**config.mk**
```make
export PLATFORM = sky130hd
export DESIGN_NAME = pdc_top
export DESIGN_NICKNAME = d
export VERILOG_FILES = /design/src/pdc_pkg.sv /design/src/pdc_top.sv /design/src/pdc_wait_gen.sv
export SDC_FILE = /design/constraint.sdc
export NUM_CORES = 1
export LEC_CHECK = 0
export BUFFER_PORTS_ARGS = -buffer_cell sky130_fd_sc_hd__buf_2
export CAP_MARGIN = 25
export CORE_MARGIN = 2
export CORE_UTILIZATION = 56
export CTS_CLUSTER_DIAMETER = 150
export DETAILED_ROUTE_END_ITERATION = 16
export PLACE_DENSITY = 0.82
export RECOVER_POWER = 50
export REMOVE_ABC_BUFFERS = 1
export SLEW_MARGIN = 15
export SYNTH_ARGS = -nofsm -noshare
export SYNTH_HDL_FRONTEND = slang
export SYNTH_SLANG_ARGS = --single-unit
```
**constraint.sdc**
```tcl
create_clock -name CLK -period 2.1 [get_ports CLK]
set_input_delay 0.42 -clock CLK [delete_from_list [all_inputs] [get_ports CLK]]
set_output_delay 0.42 -clock CLK [all_outputs]
set_load 0.01 [all_outputs]
```
**src/pdc_pkg.sv**
```systemverilog
// package for the peripheral decode and configuration block
// assumes one system clock domain; host I/O pins are asynchronous to it
// ---------------------------------------------------------------------
// Overview of operation
// - selects only with dack high, a9/a8 low
// - data bus driven on select plus read
// - eight selects; byte dma 000-00f, irq1 020-021
// - config 022-023, timer 040-043, clock 071 only
// - pages 080-08f, irq2 0a0-0a1, word dma 0c0-0df
// - index 01h at 22h, data at 23h
// - bits 7-6 register wait states, default four
// - register waits counted in system clocks
// - bits 5-4 word dma waits, default one
// - channel ready low at the last count stretches dma cycle
// - bits 3-2 byte dma waits, default one
// - bit 1 early dma memory read
// - bit 0 dma clock undivided, glitch-free switch
// ---------------------------------------------------------------------
package pdc_pkg;
  localparam logic [9:0] ADDR_BYTE_DMA  = 10'h000;
  localparam logic [9:0] ADDR_IRQ1      = 10'h020;
  localparam logic [9:0] ADDR_CFG_INDEX = 10'h022;
  localparam logic [9:0] ADDR_CFG_DATA  = 10'h023;
  localparam logic [9:0] ADDR_TIMER     = 10'h040;
  localparam logic [9:0] ADDR_CLOCK     = 10'h071;
  localparam logic [9:0] ADDR_PAGE      = 10'h080;
  localparam logic [9:0] ADDR_IRQ2      = 10'h0a0;
  localparam logic [9:0] ADDR_WORD_DMA  = 10'h0c0;
  localparam logic [7:0] CFG_INDEX_WAIT = 8'h01;
  localparam int REG_WAIT_LSB  = 6;
  localparam int WDMA_WAIT_LSB = 4;
  localparam int BDMA_WAIT_LSB = 2;
  localparam int EMR_BIT       = 1;
  localparam int DCLK_BIT      = 0;
  localparam logic [7:0] CFG_RESET   = 8'hc0;
  localparam logic [7:0] INDEX_RESET = 8'h00;
  localparam int SEL_BYTE_DMA = 0;
  localparam int SEL_IRQ1     = 1;
  localparam int SEL_CFG      = 2;
  localparam int SEL_TIMER    = 3;
  localparam int SEL_CLOCK    = 4;
  localparam int SEL_PAGE     = 5;
  localparam int SEL_IRQ2     = 6;
  localparam int SEL_WORD_DMA = 7;

  typedef struct packed {
    logic [1:0] reg_wait;
    logic [1:0] wdma_wait;
    logic [1:0] bdma_wait;
    logic       early_read;
    logic       dma_fast;
  } pdc_cfg_s;

  typedef enum logic [1:0] {WS_IDLE, WS_COUNT, WS_READY, WS_DONE} pdc_ws_e;
endpackage

```
**src/pdc_top.sv**
```systemverilog
// top-level address decode and indexed configuration register
// assumes host strobes/address are asynchronous pins, synchronised here
`timescale 1ns/1ps
module pdc_top
  import pdc_pkg::*;
(
  input  wire logic       CLK,
  input  wire logic       RST_B,
  input  wire logic       DMA_ACK,
  input  wire logic [9:0] BUS_ADDR,
  input  wire logic       IO_READ_STROBE_N,
  input  wire logic       IO_WRITE_STROBE_N,
  input  wire logic [7:0] PERIPHERAL_DATA_BUS_IN,
  output logic      [7:0] PERIPHERAL_DATA_BUS_OUT,
  output logic            PERIPHERAL_DATA_BUS_OE_N,
  input  wire logic       CHANNEL_READY_IN,
  input  wire logic       DMA_CYCLE_START,
  input  wire logic       DMA_CYCLE_WORD,
  input  wire logic       BUS_MEMORY_READ_N,
  output logic            DMA_MEMORY_READ_N,
  output logic            BYTE_DMA_SELECT,
  output logic            FIRST_IRQ_CTRL_SELECT,
  output logic            CONFIG_SELECT,
  output logic            TIMER_SELECT,
  output logic            CLOCK_RAM_SELECT,
  output logic            PAGE_REGISTER_SELECT,
  output logic            SECOND_IRQ_CTRL_SELECT,
  output logic            WORD_DMA_SELECT,
  output logic            IO_WAIT,
  output logic            DMA_WAIT,
  output logic            DMA_DONE,
  output logic            DMA_CLOCK_EN,
  output logic            EARLY_MEM_READ_SELECT
);
  // -------------------------------------------------------------------
  // pin synchronisers
  // -------------------------------------------------------------------
  logic [13:0] sync_a;
  logic [13:0] sync_b;
  logic        ack_s;
  logic [9:0]  addr_s;
  logic        rd_s;
  logic        wr_s;
  logic        rdy_s;
  logic        wr_d;
  logic        rd_d;
  logic [7:0]  din_a;
  logic [7:0]  din_s;

  always_ff @(posedge CLK or negedge RST_B) begin
    if (!RST_B) begin
      sync_a <= 14'h3000;
      sync_b <= 14'h3000;
      din_a  <= 8'h00;
      din_s  <= 8'h00;
    end else begin
      sync_a <= {IO_READ_STROBE_N, IO_WRITE_STROBE_N, CHANNEL_READY_IN, DMA_ACK, BUS_ADDR};
      sync_b <= sync_a;
      // data synced with the same latency as the strobes, settled one clock ahead
      din_a  <= PERIPHERAL_DATA_BUS_IN;
      din_s  <= din_a;
    end
  end

  assign addr_s = sync_b[9:0];
  assign ack_s  = sync_b[10];
  assign rdy_s  = sync_b[11];
  assign wr_s   = !sync_b[12];
  assign rd_s   = !sync_b[13];

  // -------------------------------------------------------------------
  // address decode
  // -------------------------------------------------------------------
  logic       enable;
  logic [7:0] sel;

  // the dma acknowledge input is already active high at this pin
  assign enable = ack_s && !addr_s[9] && !addr_s[8];

  always_comb begin
    sel = 8'h00;
    if (enable) begin
      sel[SEL_BYTE_DMA] = addr_s[7:4] == ADDR_BYTE_DMA[7:4];
      sel[SEL_IRQ1]     = addr_s[7:1] == ADDR_IRQ1[7:1];
      sel[SEL_CFG]      = addr_s[7:1] == ADDR_CFG_INDEX[7:1];
      sel[SEL_TIMER]    = addr_s[7:2] == ADDR_TIMER[7:2];
      sel[SEL_CLOCK]    = addr_s[7:0] == ADDR_CLOCK[7:0];
      sel[SEL_PAGE]     = addr_s[7:4] == ADDR_PAGE[7:4];
      sel[SEL_IRQ2]     = addr_s[7:1] == ADDR_IRQ2[7:1];
      sel[SEL_WORD_DMA] = addr_s[7:5] == ADDR_WORD_DMA[7:5];
    end
  end

  assign BYTE_DMA_SELECT        = sel[SEL_BYTE_DMA];
  assign FIRST_IRQ_CTRL_SELECT  = sel[SEL_IRQ1];
  assign CONFIG_SELECT          = sel[SEL_CFG];
  assign TIMER_SELECT           = sel[SEL_TIMER];
  assign CLOCK_RAM_SELECT       = sel[SEL_CLOCK];
  assign PAGE_REGISTER_SELECT   = sel[SEL_PAGE];
  assign SECOND_IRQ_CTRL_SELECT = sel[SEL_IRQ2];
  assign WORD_DMA_SELECT        = sel[SEL_WORD_DMA];

  // -------------------------------------------------------------------
  // index and configuration registers
  // -------------------------------------------------------------------
  logic [7:0] index;
  logic [7:0] next_index;
  logic [7:0] cfg;
  logic [7:0] next_cfg;
  logic       wr_pulse;
  logic       rd_pulse;
  logic [7:0] rd_data;
  logic [7:0] next_rd_data;
  logic       is_data_port;

  assign wr_pulse     = wr_s && !wr_d;
  assign rd_pulse     = rd_s && !rd_d;
  assign is_data_port = addr_s[0] == ADDR_CFG_DATA[0];

  always_comb begin
    next_index   = index;
    next_cfg     = cfg;
    next_rd_data = rd_data;
    if (wr_pulse && sel[SEL_CFG]) begin
      if (!is_data_port) begin
        next_index = din_s;
      end else if (index == CFG_INDEX_WAIT) begin
        next_cfg = din_s;
      end
    end
    if (rd_pulse && sel[SEL_CFG]) begin
      if (!is_data_port) begin
        next_rd_data = index;
      end else begin
        next_rd_data = (index == CFG_INDEX_WAIT) ? cfg : 8'h00;
      end
    end
  end

  always_ff @(posedge CLK or negedge RST_B) begin
    if (!RST_B) begin
      index   <= INDEX_RESET;
      cfg     <= CFG_RESET;                  // four register waits, rest zero
      rd_data <= 8'h00;
      wr_d    <= 1'b0;
      rd_d    <= 1'b0;
    end else begin
      index   <= next_index;
      cfg     <= next_cfg;
      rd_data <= next_rd_data;
      wr_d    <= wr_s;
      rd_d    <= rd_s;
    end
  end

  pdc_cfg_s cfg_f;
  assign cfg_f = pdc_cfg_s'(cfg);

  // bus output: enabled on a read of any selected range; data is the last config port read
  assign PERIPHERAL_DATA_BUS_OUT  = rd_data;
  assign PERIPHERAL_DATA_BUS_OE_N = !((|sel) && rd_s);

  // -------------------------------------------------------------------
  // wait-state generators
  // -------------------------------------------------------------------
  logic io_start;
  logic io_busy;
  logic dma_busy;
  logic dma_start;

  assign io_start  = (rd_pulse || wr_pulse) && (|sel);
  assign dma_start = DMA_CYCLE_START && DMA_CLOCK_EN;

  pdc_wait_gen u_io_wait (
    .CLK       (CLK),
    .RST_B     (RST_B),
    .START     (io_start),
    .CODE      (cfg_f.reg_wait),
    .USE_READY (1'b0),
    .READY     (1'b1),
    .BUSY      (io_busy),
    .DONE      ()
  );

  pdc_wait_gen u_dma_wait (
    .CLK       (CLK),
    .RST_B     (RST_B),
    .START     (dma_start),
    .CODE      (DMA_CYCLE_WORD ? cfg_f.wdma_wait : cfg_f.bdma_wait),
    .USE_READY (1'b1),
    .READY     (rdy_s),
    .BUSY      (dma_busy),
    .DONE      (DMA_DONE)
  );

  assign IO_WAIT  = io_busy;
  assign DMA_WAIT = dma_busy;

  // -------------------------------------------------------------------
  // dma clock enable and early memory read
  // -------------------------------------------------------------------
  logic fast;
  logic next_fast;
  logic half;
  logic next_half;
  logic mr_d;
  logic next_mr_d;

  // switch rate only at a divided-clock boundary so no short dma clock
  always_comb begin
    next_half = !half;
    next_fast = fast;
    if (half) begin
      next_fast = cfg_f.dma_fast;
    end
    next_mr_d = BUS_MEMORY_READ_N;
  end

  always_ff @(posedge CLK or negedge RST_B) begin
    if (!RST_B) begin
      fast <= 1'b0;
      half <= 1'b0;
      mr_d <= 1'b1;
    end else begin
      fast <= next_fast;
      half <= next_half;
      mr_d <= next_mr_d;
    end
  end

  assign DMA_CLOCK_EN          = fast || half;
  assign EARLY_MEM_READ_SELECT = cfg_f.early_read;
  // late mode: release with bus, start one clock later
  assign DMA_MEMORY_READ_N = cfg_f.early_read ? BUS_MEMORY_READ_N
                                              : (BUS_MEMORY_READ_N || mr_d);

  // -------------------------------------------------------------------
  // checks
  // -------------------------------------------------------------------
  // decode ranges written from the address table, not from the decoder terms
  a_sel_gate: assert property (@(posedge CLK) disable iff (!RST_B)
    (!ack_s || addr_s[9] || addr_s[8]) |-> sel == 8'h00)
    else $error("select active while decoder disabled");
  a_sel_onehot: assert property (@(posedge CLK) disable iff (!RST_B)
    $onehot0(sel))
    else $error("more than one select");
  a_byte_dma_range: assert property (@(posedge CLK) disable iff (!RST_B)
    (enable && addr_s[7:4] == 4'h0) |-> sel[SEL_BYTE_DMA])
    else $error("byte dma range missed");
  a_irq1_pair: assert property (@(posedge CLK) disable iff (!RST_B)
    (enable && addr_s[7:1] == 7'h10) |-> sel[SEL_IRQ1])
    else $error("first irq pair missed");
  a_cfg_pair: assert property (@(posedge CLK) disable iff (!RST_B)
    (enable && addr_s[7:1] == 7'h11) |-> sel[SEL_CFG])
    else $error("config pair missed");
  a_timer_range: assert property (@(posedge CLK) disable iff (!RST_B)
    (enable && addr_s[7:2] == 6'h10) |-> sel[SEL_TIMER])
    else $error("timer range missed");
  a_clock_addr: assert property (@(posedge CLK) disable iff (!RST_B)
    sel[SEL_CLOCK] |-> addr_s[7:0] == 8'h71)
    else $error("clock select off its address");
  a_page_range: assert property (@(posedge CLK) disable iff (!RST_B)
    (enable && addr_s[7:4] == 4'h8) |-> sel[SEL_PAGE])
    else $error("page range missed");
  a_irq2_pair: assert property (@(posedge CLK) disable iff (!RST_B)
    (enable && addr_s[7:1] == 7'h50) |-> sel[SEL_IRQ2])
    else $error("second irq pair missed");
  a_word_dma_range: assert property (@(posedge CLK) disable iff (!RST_B)
    (enable && addr_s[7:5] == 3'h6) |-> sel[SEL_WORD_DMA])
    else $error("word dma range missed");

  // bus drive: both directions of the select-and-read gate
  a_drive_gate: assert property (@(posedge CLK) disable iff (!RST_B)
    !PERIPHERAL_DATA_BUS_OE_N |-> ((|sel) && rd_s))
    else $error("bus driven without select and read");
  a_drive_on_read: assert property (@(posedge CLK) disable iff (!RST_B)
    ((|sel) && rd_s) |-> !PERIPHERAL_DATA_BUS_OE_N)
    else $error("bus not driven on selected read");

  // index and data port behaviour
  a_cfg_write: assert property (@(posedge CLK) disable iff (!RST_B)
    (wr_pulse && sel[SEL_CFG] && is_data_port && index == 8'h01)
      |=> cfg == $past(din_s))
    else $error("config write lost");
  a_index_write: assert property (@(posedge CLK) disable iff (!RST_B)
    (wr_pulse && sel[SEL_CFG] && !is_data_port) |=> index == $past(din_s))
    else $error("index write lost");
  a_other_index: assert property (@(posedge CLK) disable iff (!RST_B)
    (wr_pulse && sel[SEL_CFG] && is_data_port && index != 8'h01) |=> cfg == $past(cfg))
    else $error("config changed through another index");

  // wait counts, dma clock and early read
  a_io_wait_len: assert property (@(posedge CLK) disable iff (!RST_B)
    (io_start && !io_busy && cfg_f.reg_wait == 2'h3) |=> io_busy [*4] ##1 !io_busy)
    else $error("register wait count wrong");
  a_io_wait_one: assert property (@(posedge CLK) disable iff (!RST_B)
    (io_start && !io_busy && cfg_f.reg_wait == 2'h0) |=> io_busy ##1 !io_busy)
    else $error("single register wait wrong");
  a_early_read: assert property (@(posedge CLK) disable iff (!RST_B)
    (!cfg_f.early_read && $fell(BUS_MEMORY_READ_N)) |-> DMA_MEMORY_READ_N)
    else $error("late dma read started early");
  a_fast_hold: assert property (@(posedge CLK) disable iff (!RST_B)
    (!half) |=> fast == $past(fast))
    else $error("dma clock switched mid-period");
  a_slow_rate: assert property (@(posedge CLK) disable iff (!RST_B)
    (!fast && !cfg_f.dma_fast && DMA_CLOCK_EN) |=> !DMA_CLOCK_EN)
    else $error("divided dma clock ran two in a row");
endmodule // pdc_top

```
**src/pdc_wait_gen.sv**
```systemverilog
// wait-state counter for one bus cycle
// assumes start is a one-cycle pulse and ready is already synchronised
`timescale 1ns/1ps
module pdc_wait_gen
  import pdc_pkg::*;
(
  input  wire logic       CLK,
  input  wire logic       RST_B,
  input  wire logic       START,
  input  wire logic [1:0] CODE,
  input  wire logic       USE_READY,
  input  wire logic       READY,
  output logic            BUSY,
  output logic            DONE
);
  pdc_ws_e    state;
  pdc_ws_e    next_state;
  logic [2:0] count;
  logic [2:0] next_count;

  always_comb begin
    next_state = state;
    next_count = count;
    unique case (state)
      WS_IDLE: begin
        if (START) begin
          next_state = WS_COUNT;
          next_count = {1'b0, CODE} + 3'h1;   // code n gives n+1 waits
        end
      end
      WS_COUNT: begin
        next_count = count - 3'h1;           // counted in system clocks
        if (count == 3'h1) begin
          // ready only adds waits when it is low at the last count
          next_state = (USE_READY && !READY) ? WS_READY : WS_DONE;
        end
      end
      WS_READY: begin
        if (READY) begin
          next_state = WS_DONE;              // stretch while ready low
        end
      end
      WS_DONE: next_state = WS_IDLE;
    endcase
  end

  always_ff @(posedge CLK or negedge RST_B) begin
    if (!RST_B) begin
      state <= WS_IDLE;
      count <= 3'h0;
    end else begin
      state <= next_state;
      count <= next_count;
    end
  end

  assign BUSY = (state == WS_COUNT) || (state == WS_READY);
  assign DONE = (state == WS_DONE);

  a_ready_holds: assert property (@(posedge CLK) disable iff (!RST_B)
    (state == WS_READY && !READY) |=> state == WS_READY)
    else $error("wait ended while ready low");
  a_ready_no_extra: assert property (@(posedge CLK) disable iff (!RST_B)
    (state == WS_COUNT && count == 3'h1 && READY) |=> state == WS_DONE)
    else $error("extra wait with ready high");
endmodule // pdc_wait_gen

```
# Yosys cells after proc, flatten, opt, wreduce, memory -nomap -nowiden
# Cells that the tools add are included.
[word_totals]
elab_cells = 93
in_bits = 27
reg_bits = 83
output_inout_bits = 23
[op_classes]
eq_ne = 21
addsub = 4
mux = 17
bitwise = 1
reduce_logical = 34
[ops]
columns = ["op", "count"]
rows = [
  ["$mux 8", 3],
  ["$pmux 2 s4", 2],
  ["$eq 7x5->1 const B", 2],
  ["$mux 2", 6],
  ["$pmux 3 s2", 2],
  ["$logic_and 1x1->1", 9],
  ["$eq 2x2->1 const B", 4],
  ["$eq 8x1->1 const B", 1],
  ["$eq 8x7->1 const B", 1],
  ["$logic_not 1->1", 8],
  ["$reduce_and 2->1", 4],
  ["$reduce_or 8->1", 1],
  ["$eq 7x7->1 const B", 1],
  ["$add 2x1->3 const B", 2],
  ["$eq 3x1->1 const B", 2],
  ["$eq 6x5->1 const B", 1],
  ["$mux 3", 2],
  ["$ne 2x2->1 const B", 3],
  ["$reduce_and 3->1", 2],
  ["$sub 3x1->3 const B", 2],
  ["$logic_or 1x1->1", 5],
  ["$eq 2x1->1 const B", 2],
  ["$eq 4x4->1 const B", 1],
  ["$logic_not 2->1", 2],
  ["6 further kinds", 9],
]

# Logic depth before layout (Yosys ltp)
[depth]
word_depth = 8
ltp_mapped = 8
depth_no_buf = 7

# By module
# A second synthesis with hierarchy kept.
[hier_totals]
hier_cells = 250
hier_area_um2 = 3256.9
[modules_own_cells]
columns = ["mod", "seq_area_each_um2", "n_inst", "cells_per_inst", "area_per_inst_um2"]
rows = [
  ["pdc_top", 1835.5, 1, 164, 2501.1],
  ["pdc_wait_gen", 125.1, 2, 43, 377.9],
]

# Worst setup path after synthesis
# No wires, ideal clock.
[synth_path]
path_type = "register -> register"
start = "reg index[3]"
end = "reg cfg[0]"
n_path_buf = 0
slack_ps = 185
setup_time_ps = 125
arrival_ps = 1790
required_time_ps = 1975
stages_incl_launch_ff = 5
period_less_slack_ps = 1915
cell_sequence = "dfrtp_1 -> or4_4 -> nor4_4 -> nand3_4 -> mux2_2"
[synth_between]
elab_chain_len = 2
[synth_lines]
columns = ["element", "line", "source"]
rows = [
  ["from (decl)", "pdc_top.sv:106", "logic [7:0] index;"],
  ["from (signal assigned)", "pdc_top.sv:148", "index <= next_index;"],
  ["$eq 8x1->1", "pdc_top.sv:127", "end else if (index == CFG_INDEX_WAIT) begin"],
  ["$reduce_and 3->1 (no source line)", "--", ""],
  ["to (signal assigned)", "pdc_top.sv:149", "cfg <= next_cfg;"],
  ["to (decl)", "pdc_top.sv:108", "logic [7:0] cfg;"],
]
# Every way passes these cells.
# A chain may end at the register's enable or synchronous reset.

# Final worst setup path
[layout_path]
start = "reg sync_b[9]"
end = "out PERIPHERAL_DATA_BUS_OE_N"
[layout_between]
elab_chain_len = 7
[layout_lines]
columns = ["element", "line", "source"]
rows = [
  ["from (decl)", "pdc_top.sv:39", "logic [13:0] sync_b;"],
  ["from (signal assigned)", "pdc_top.sv:58", "sync_b <= sync_a;"],
  ["$logic_not 1->1", "pdc_top.sv:78", "assign enable = ack_s && !addr_s[9] && !addr_s[8];"],
  ["$logic_and 1x1->1 (2 in series)", "pdc_top.sv:78", ""],
  ["$mux 8", "pdc_top.sv:82", "if (enable) begin"],
  ["$reduce_or 8->1", "pdc_top.sv:161", "assign PERIPHERAL_DATA_BUS_OE_N = !((|sel) && rd_s);"],
  ["$logic_and 1x1->1", "pdc_top.sv:161", ""],
  ["$logic_not 1->1", "pdc_top.sv:161", ""],
  ["to (decl)", "pdc_top.sv:15", "output logic PERIPHERAL_DATA_BUS_OE_N,"],
]
# Every way passes these cells.

==> impl_metrics.tcl <==
set metrics [dict create \
    yosys_register_bits 83 \
    regToRegSetupSlack_ns 0.09 \
    synth_seq_area_share 0.640 \
    route.met3.wl_um 273 \
    vias 2100 \
    worstPathCellList "nor4b_4 -> nand4_1 -> inv_2 -> a41oi_2 -> nand2_1 -> nand2_1 -> buf_2" \
    cp.arrival_ns 1.80 \
    viasPerCell 5.36 \
    gp_congestion 0.777 \
    clock_latency_ns 0.35 \
    crit_fanout 3 \
    status "finished with violations" \
    powerDensity_mw_per_mm2 964 \
    whs_endpoint "sync_a[12]" \
    hold_path_depth 1 \
    num_antenna_cells 0 \
    violations "capacitance limit, slew limit, setup timing" \
    h-tree-depth 3 \
    top_layer "met4" \
    crit_type "reg2out" \
    tns_ns -0.169 \
    route.detailed.drc 0 \
    synth_edf_count 0 \
    worstRegToRegCells 7 \
    routed_wl_um 5760 \
    grt_pass1_vias 2060 \
    seqCellArea_mm2 0.00209 \
    multiInputGateArea_mm2 0.00114 \
    grt_max_degree 39 \
    wl_met2_um 2760 \
    finalSetupViolCount 3 \
    wl_per_cell_um 14.7 \
    fillers 364 \
    final_antenna_net_count 0 \
    antenna_found_initial 0 \
    setup_slack_ns -0.118 \
    initial_core_util 0.585 \
    synth_common_cells "dfrtp_1 (76), a21oi_1 (20), mux2_2 (20)" \
    min_path_type "in2reg" \
    min_from "IO_WRITE_STROBE_N" \
    area_growth_pct 20.8 \
    maxCapViolations 1 \
    cts_tree "built" \
    nets 356 \
    skew_ns 0.00915 \
    synth_top_area_share 0.583 \
    synth.cell_area_mm2 0.00326 \
    cts.path.max_buffers 2 \
    layout-drive-gt1-share 0.366 \
    clkTransAtPathRegs_ns 0.08 \
    reg2reg_from "sync_b[5]" \
    synth_most_common_cell "dfrtp_1" \
    cts_buffers 9 \
    io_buffers 49 \
    crit_slowest_cell "dfrtp_1" \
    drv_slew 38 \
    clock-root-buffer "clkbuf_8" \
    die_area_mm2 0.00645 \
    cp_slowest_stage_delay_ns 0.44 \
    rows 27 \
    drtPass1Iterations 4 \
    die_y_um 80.3 \
    min_period_ns 2.22 \
    die_x_um 80.3 \
    timing.final.crit_share 1.06 \
    r2r-end "u_io_wait.state[1]" \
    overflow 0 \
    yosys.area.top_type "dfrtp_1" \
    ir_worst_vdd_mv 0.597 \
    pin_count 50 \
    max_slew_margin -0.234 \
    critPathCaptureType "output pin" \
    final_hold_viol_count 0 \
    tightestPinTransition_ns 1.85 \
    grt_pass1_wl_um 9270 \
    worstSetupStartpointType "flop" \
    synthTopCellsByArea "dfrtp_1 (58%), mux2_2 (6.9%), dfstp_2 (5.6%)" \
    synthArstFlopShare 1.00 \
    dpl_worst_slack_ns 0.0207 \
    cp.required_ns 1.68 \
    grt_usage 0.195 \
    p_leak_uw 0.00190 \
    crit_top_cell "nand2_1" \
    syn-mean-instance-area_um2 13.2 \
    synth_ff_type "dfrtp_1" \
    drt_iter0_markers 178 \
    coreArea_mm2 0.00557 \
    cts_sinks 83 \
    dp_hpwl_um 3980 \
    rsz0062_at_grt "true" \
    synth_cells 247 \
    clock.fmax_mhz 451 \
    drt-met1-wl_um 2570 \
    synth_cell_types 43 \
    ys_warn_count 0 \
]
-- critical path, delay by kind of cell (launching register included) --
family	cells	cell delay, ns
AOI/OAI and AO/OA	1	0.05
buffers and inverters	2	0.24
DFF	1	0.44
and+or+nand+nor	4	0.71
-- worst max-delay path by stage --
stage,from,endpoint,slack (ns),cells after the start
finish,sync_b[9],PERIPHERAL_DATA_BUS_OE_N,-0.12,7
global route,sync_b[9],PERIPHERAL_DATA_BUS_OE_N,-0.22,7
CTS,sync_b[9],PAGE_REGISTER_SELECT,-0.09,4
detailed placement,sync_b[9],u_io_wait.count[2],0.02,7
global placement,sync_b[9],u_io_wait.count[2],0.16,7
floorplan,index[3],cfg[0],0.19,4
-- where the power goes --
| group | leakage, µW | total (µW) | internal (µW) | switching, µW |
|---|---|---|---|---|
| sequential | 0.00101 | 1840 | 1740 | 96.0 |
| clock | 0.0000957 | 1140 | 586 | 551 |
| combinational | 0.000792 | 822 | 362 | 460 |
-- state kept, by name (all words and copies together) (netlist names) --
signal,flops
rd_d,1
cfg,8
half,1
din_s,8
PERIPHERAL_DATA_BUS_OUT,8
mr_d,1
index,8
din_a,8
u_io_wait.state,2
u_io_wait.count,3
sync_a,14
sync_b,14
wr_d,1
fast,1
u_dma_wait.count,3
u_dma_wait.state,2
-- repair_timing --
action	CTS	global route
buffers inserted	1	5
hold endpoints to repair	0	0
resized for setup	2	6
endpoints found under the setup margin	5	8
pin swaps	3	7
hold buffers	0	0
-- layout make-up --
type / instances / share of cell area
flip-flops and latches: 83 / 0.530
multi-input cells: 144 / 0.290
repair buffers: 62 / 0.0912
clock buffers: 11 / 0.0359
well taps: 72 / 0.0229
clock inverters: 5 / 0.0159
inverters: 15 / 0.0143
-- kinds of logic (layout without fill, tap and decap cells) --
family          count (synthesis)  count (layout)  synth area share
compound gates                 43              43            0.0806
simple gates                   65              65             0.127
fa+ha+maj                      14              14            0.0537
buf+inv                        20              93            0.0234
flops                          83              83             0.640
mux                            22              22            0.0752
-- cell usage in the layout, fill, tap and decap left out, drive strengths merged, types with 3 or more instances in the layout --
master  synthesis  layout
a21oi          20      20
buf             2      60
clkbuf          3      13
dfrtp          76      76
dfstp           7       7
ha             14      14
inv            15      15
mux2           20      20
nand2          11      11
nand2b          3       3
nand3           4       4
nand3b          6       6
nor2           15      15
nor2b           9       9
nor3            3       3
nor4            5       5
o21ai           8       8
-- layer usage --
metal	vias up	GRT usage
li1	1000	-
met1	1010	0.255
met2	72	0.295
met3	18	0.0584
met4	0	0.103
met5	-	0
-- metrics by stage --
step / utilization / instances / total power, µW / area [µm²] / hold slack, ns
final: 0.706 / 392 / 3800 / 3940 / 0.163
after global routing: 0.706 / 392 / 4010 / 3940 / 0.140
after global placement: 0.655 / 371 / 2620 / 3650 / 0.332
after CTS: 0.696 / 388 / 3810 / 3880 / 0.0157
after detailed placement: 0.655 / 371 / 2670 / 3650 / 0.335
after floorplan: - / 242 / 2420 / 3240 / 0.124
Power figures use the tool's default switching activity.
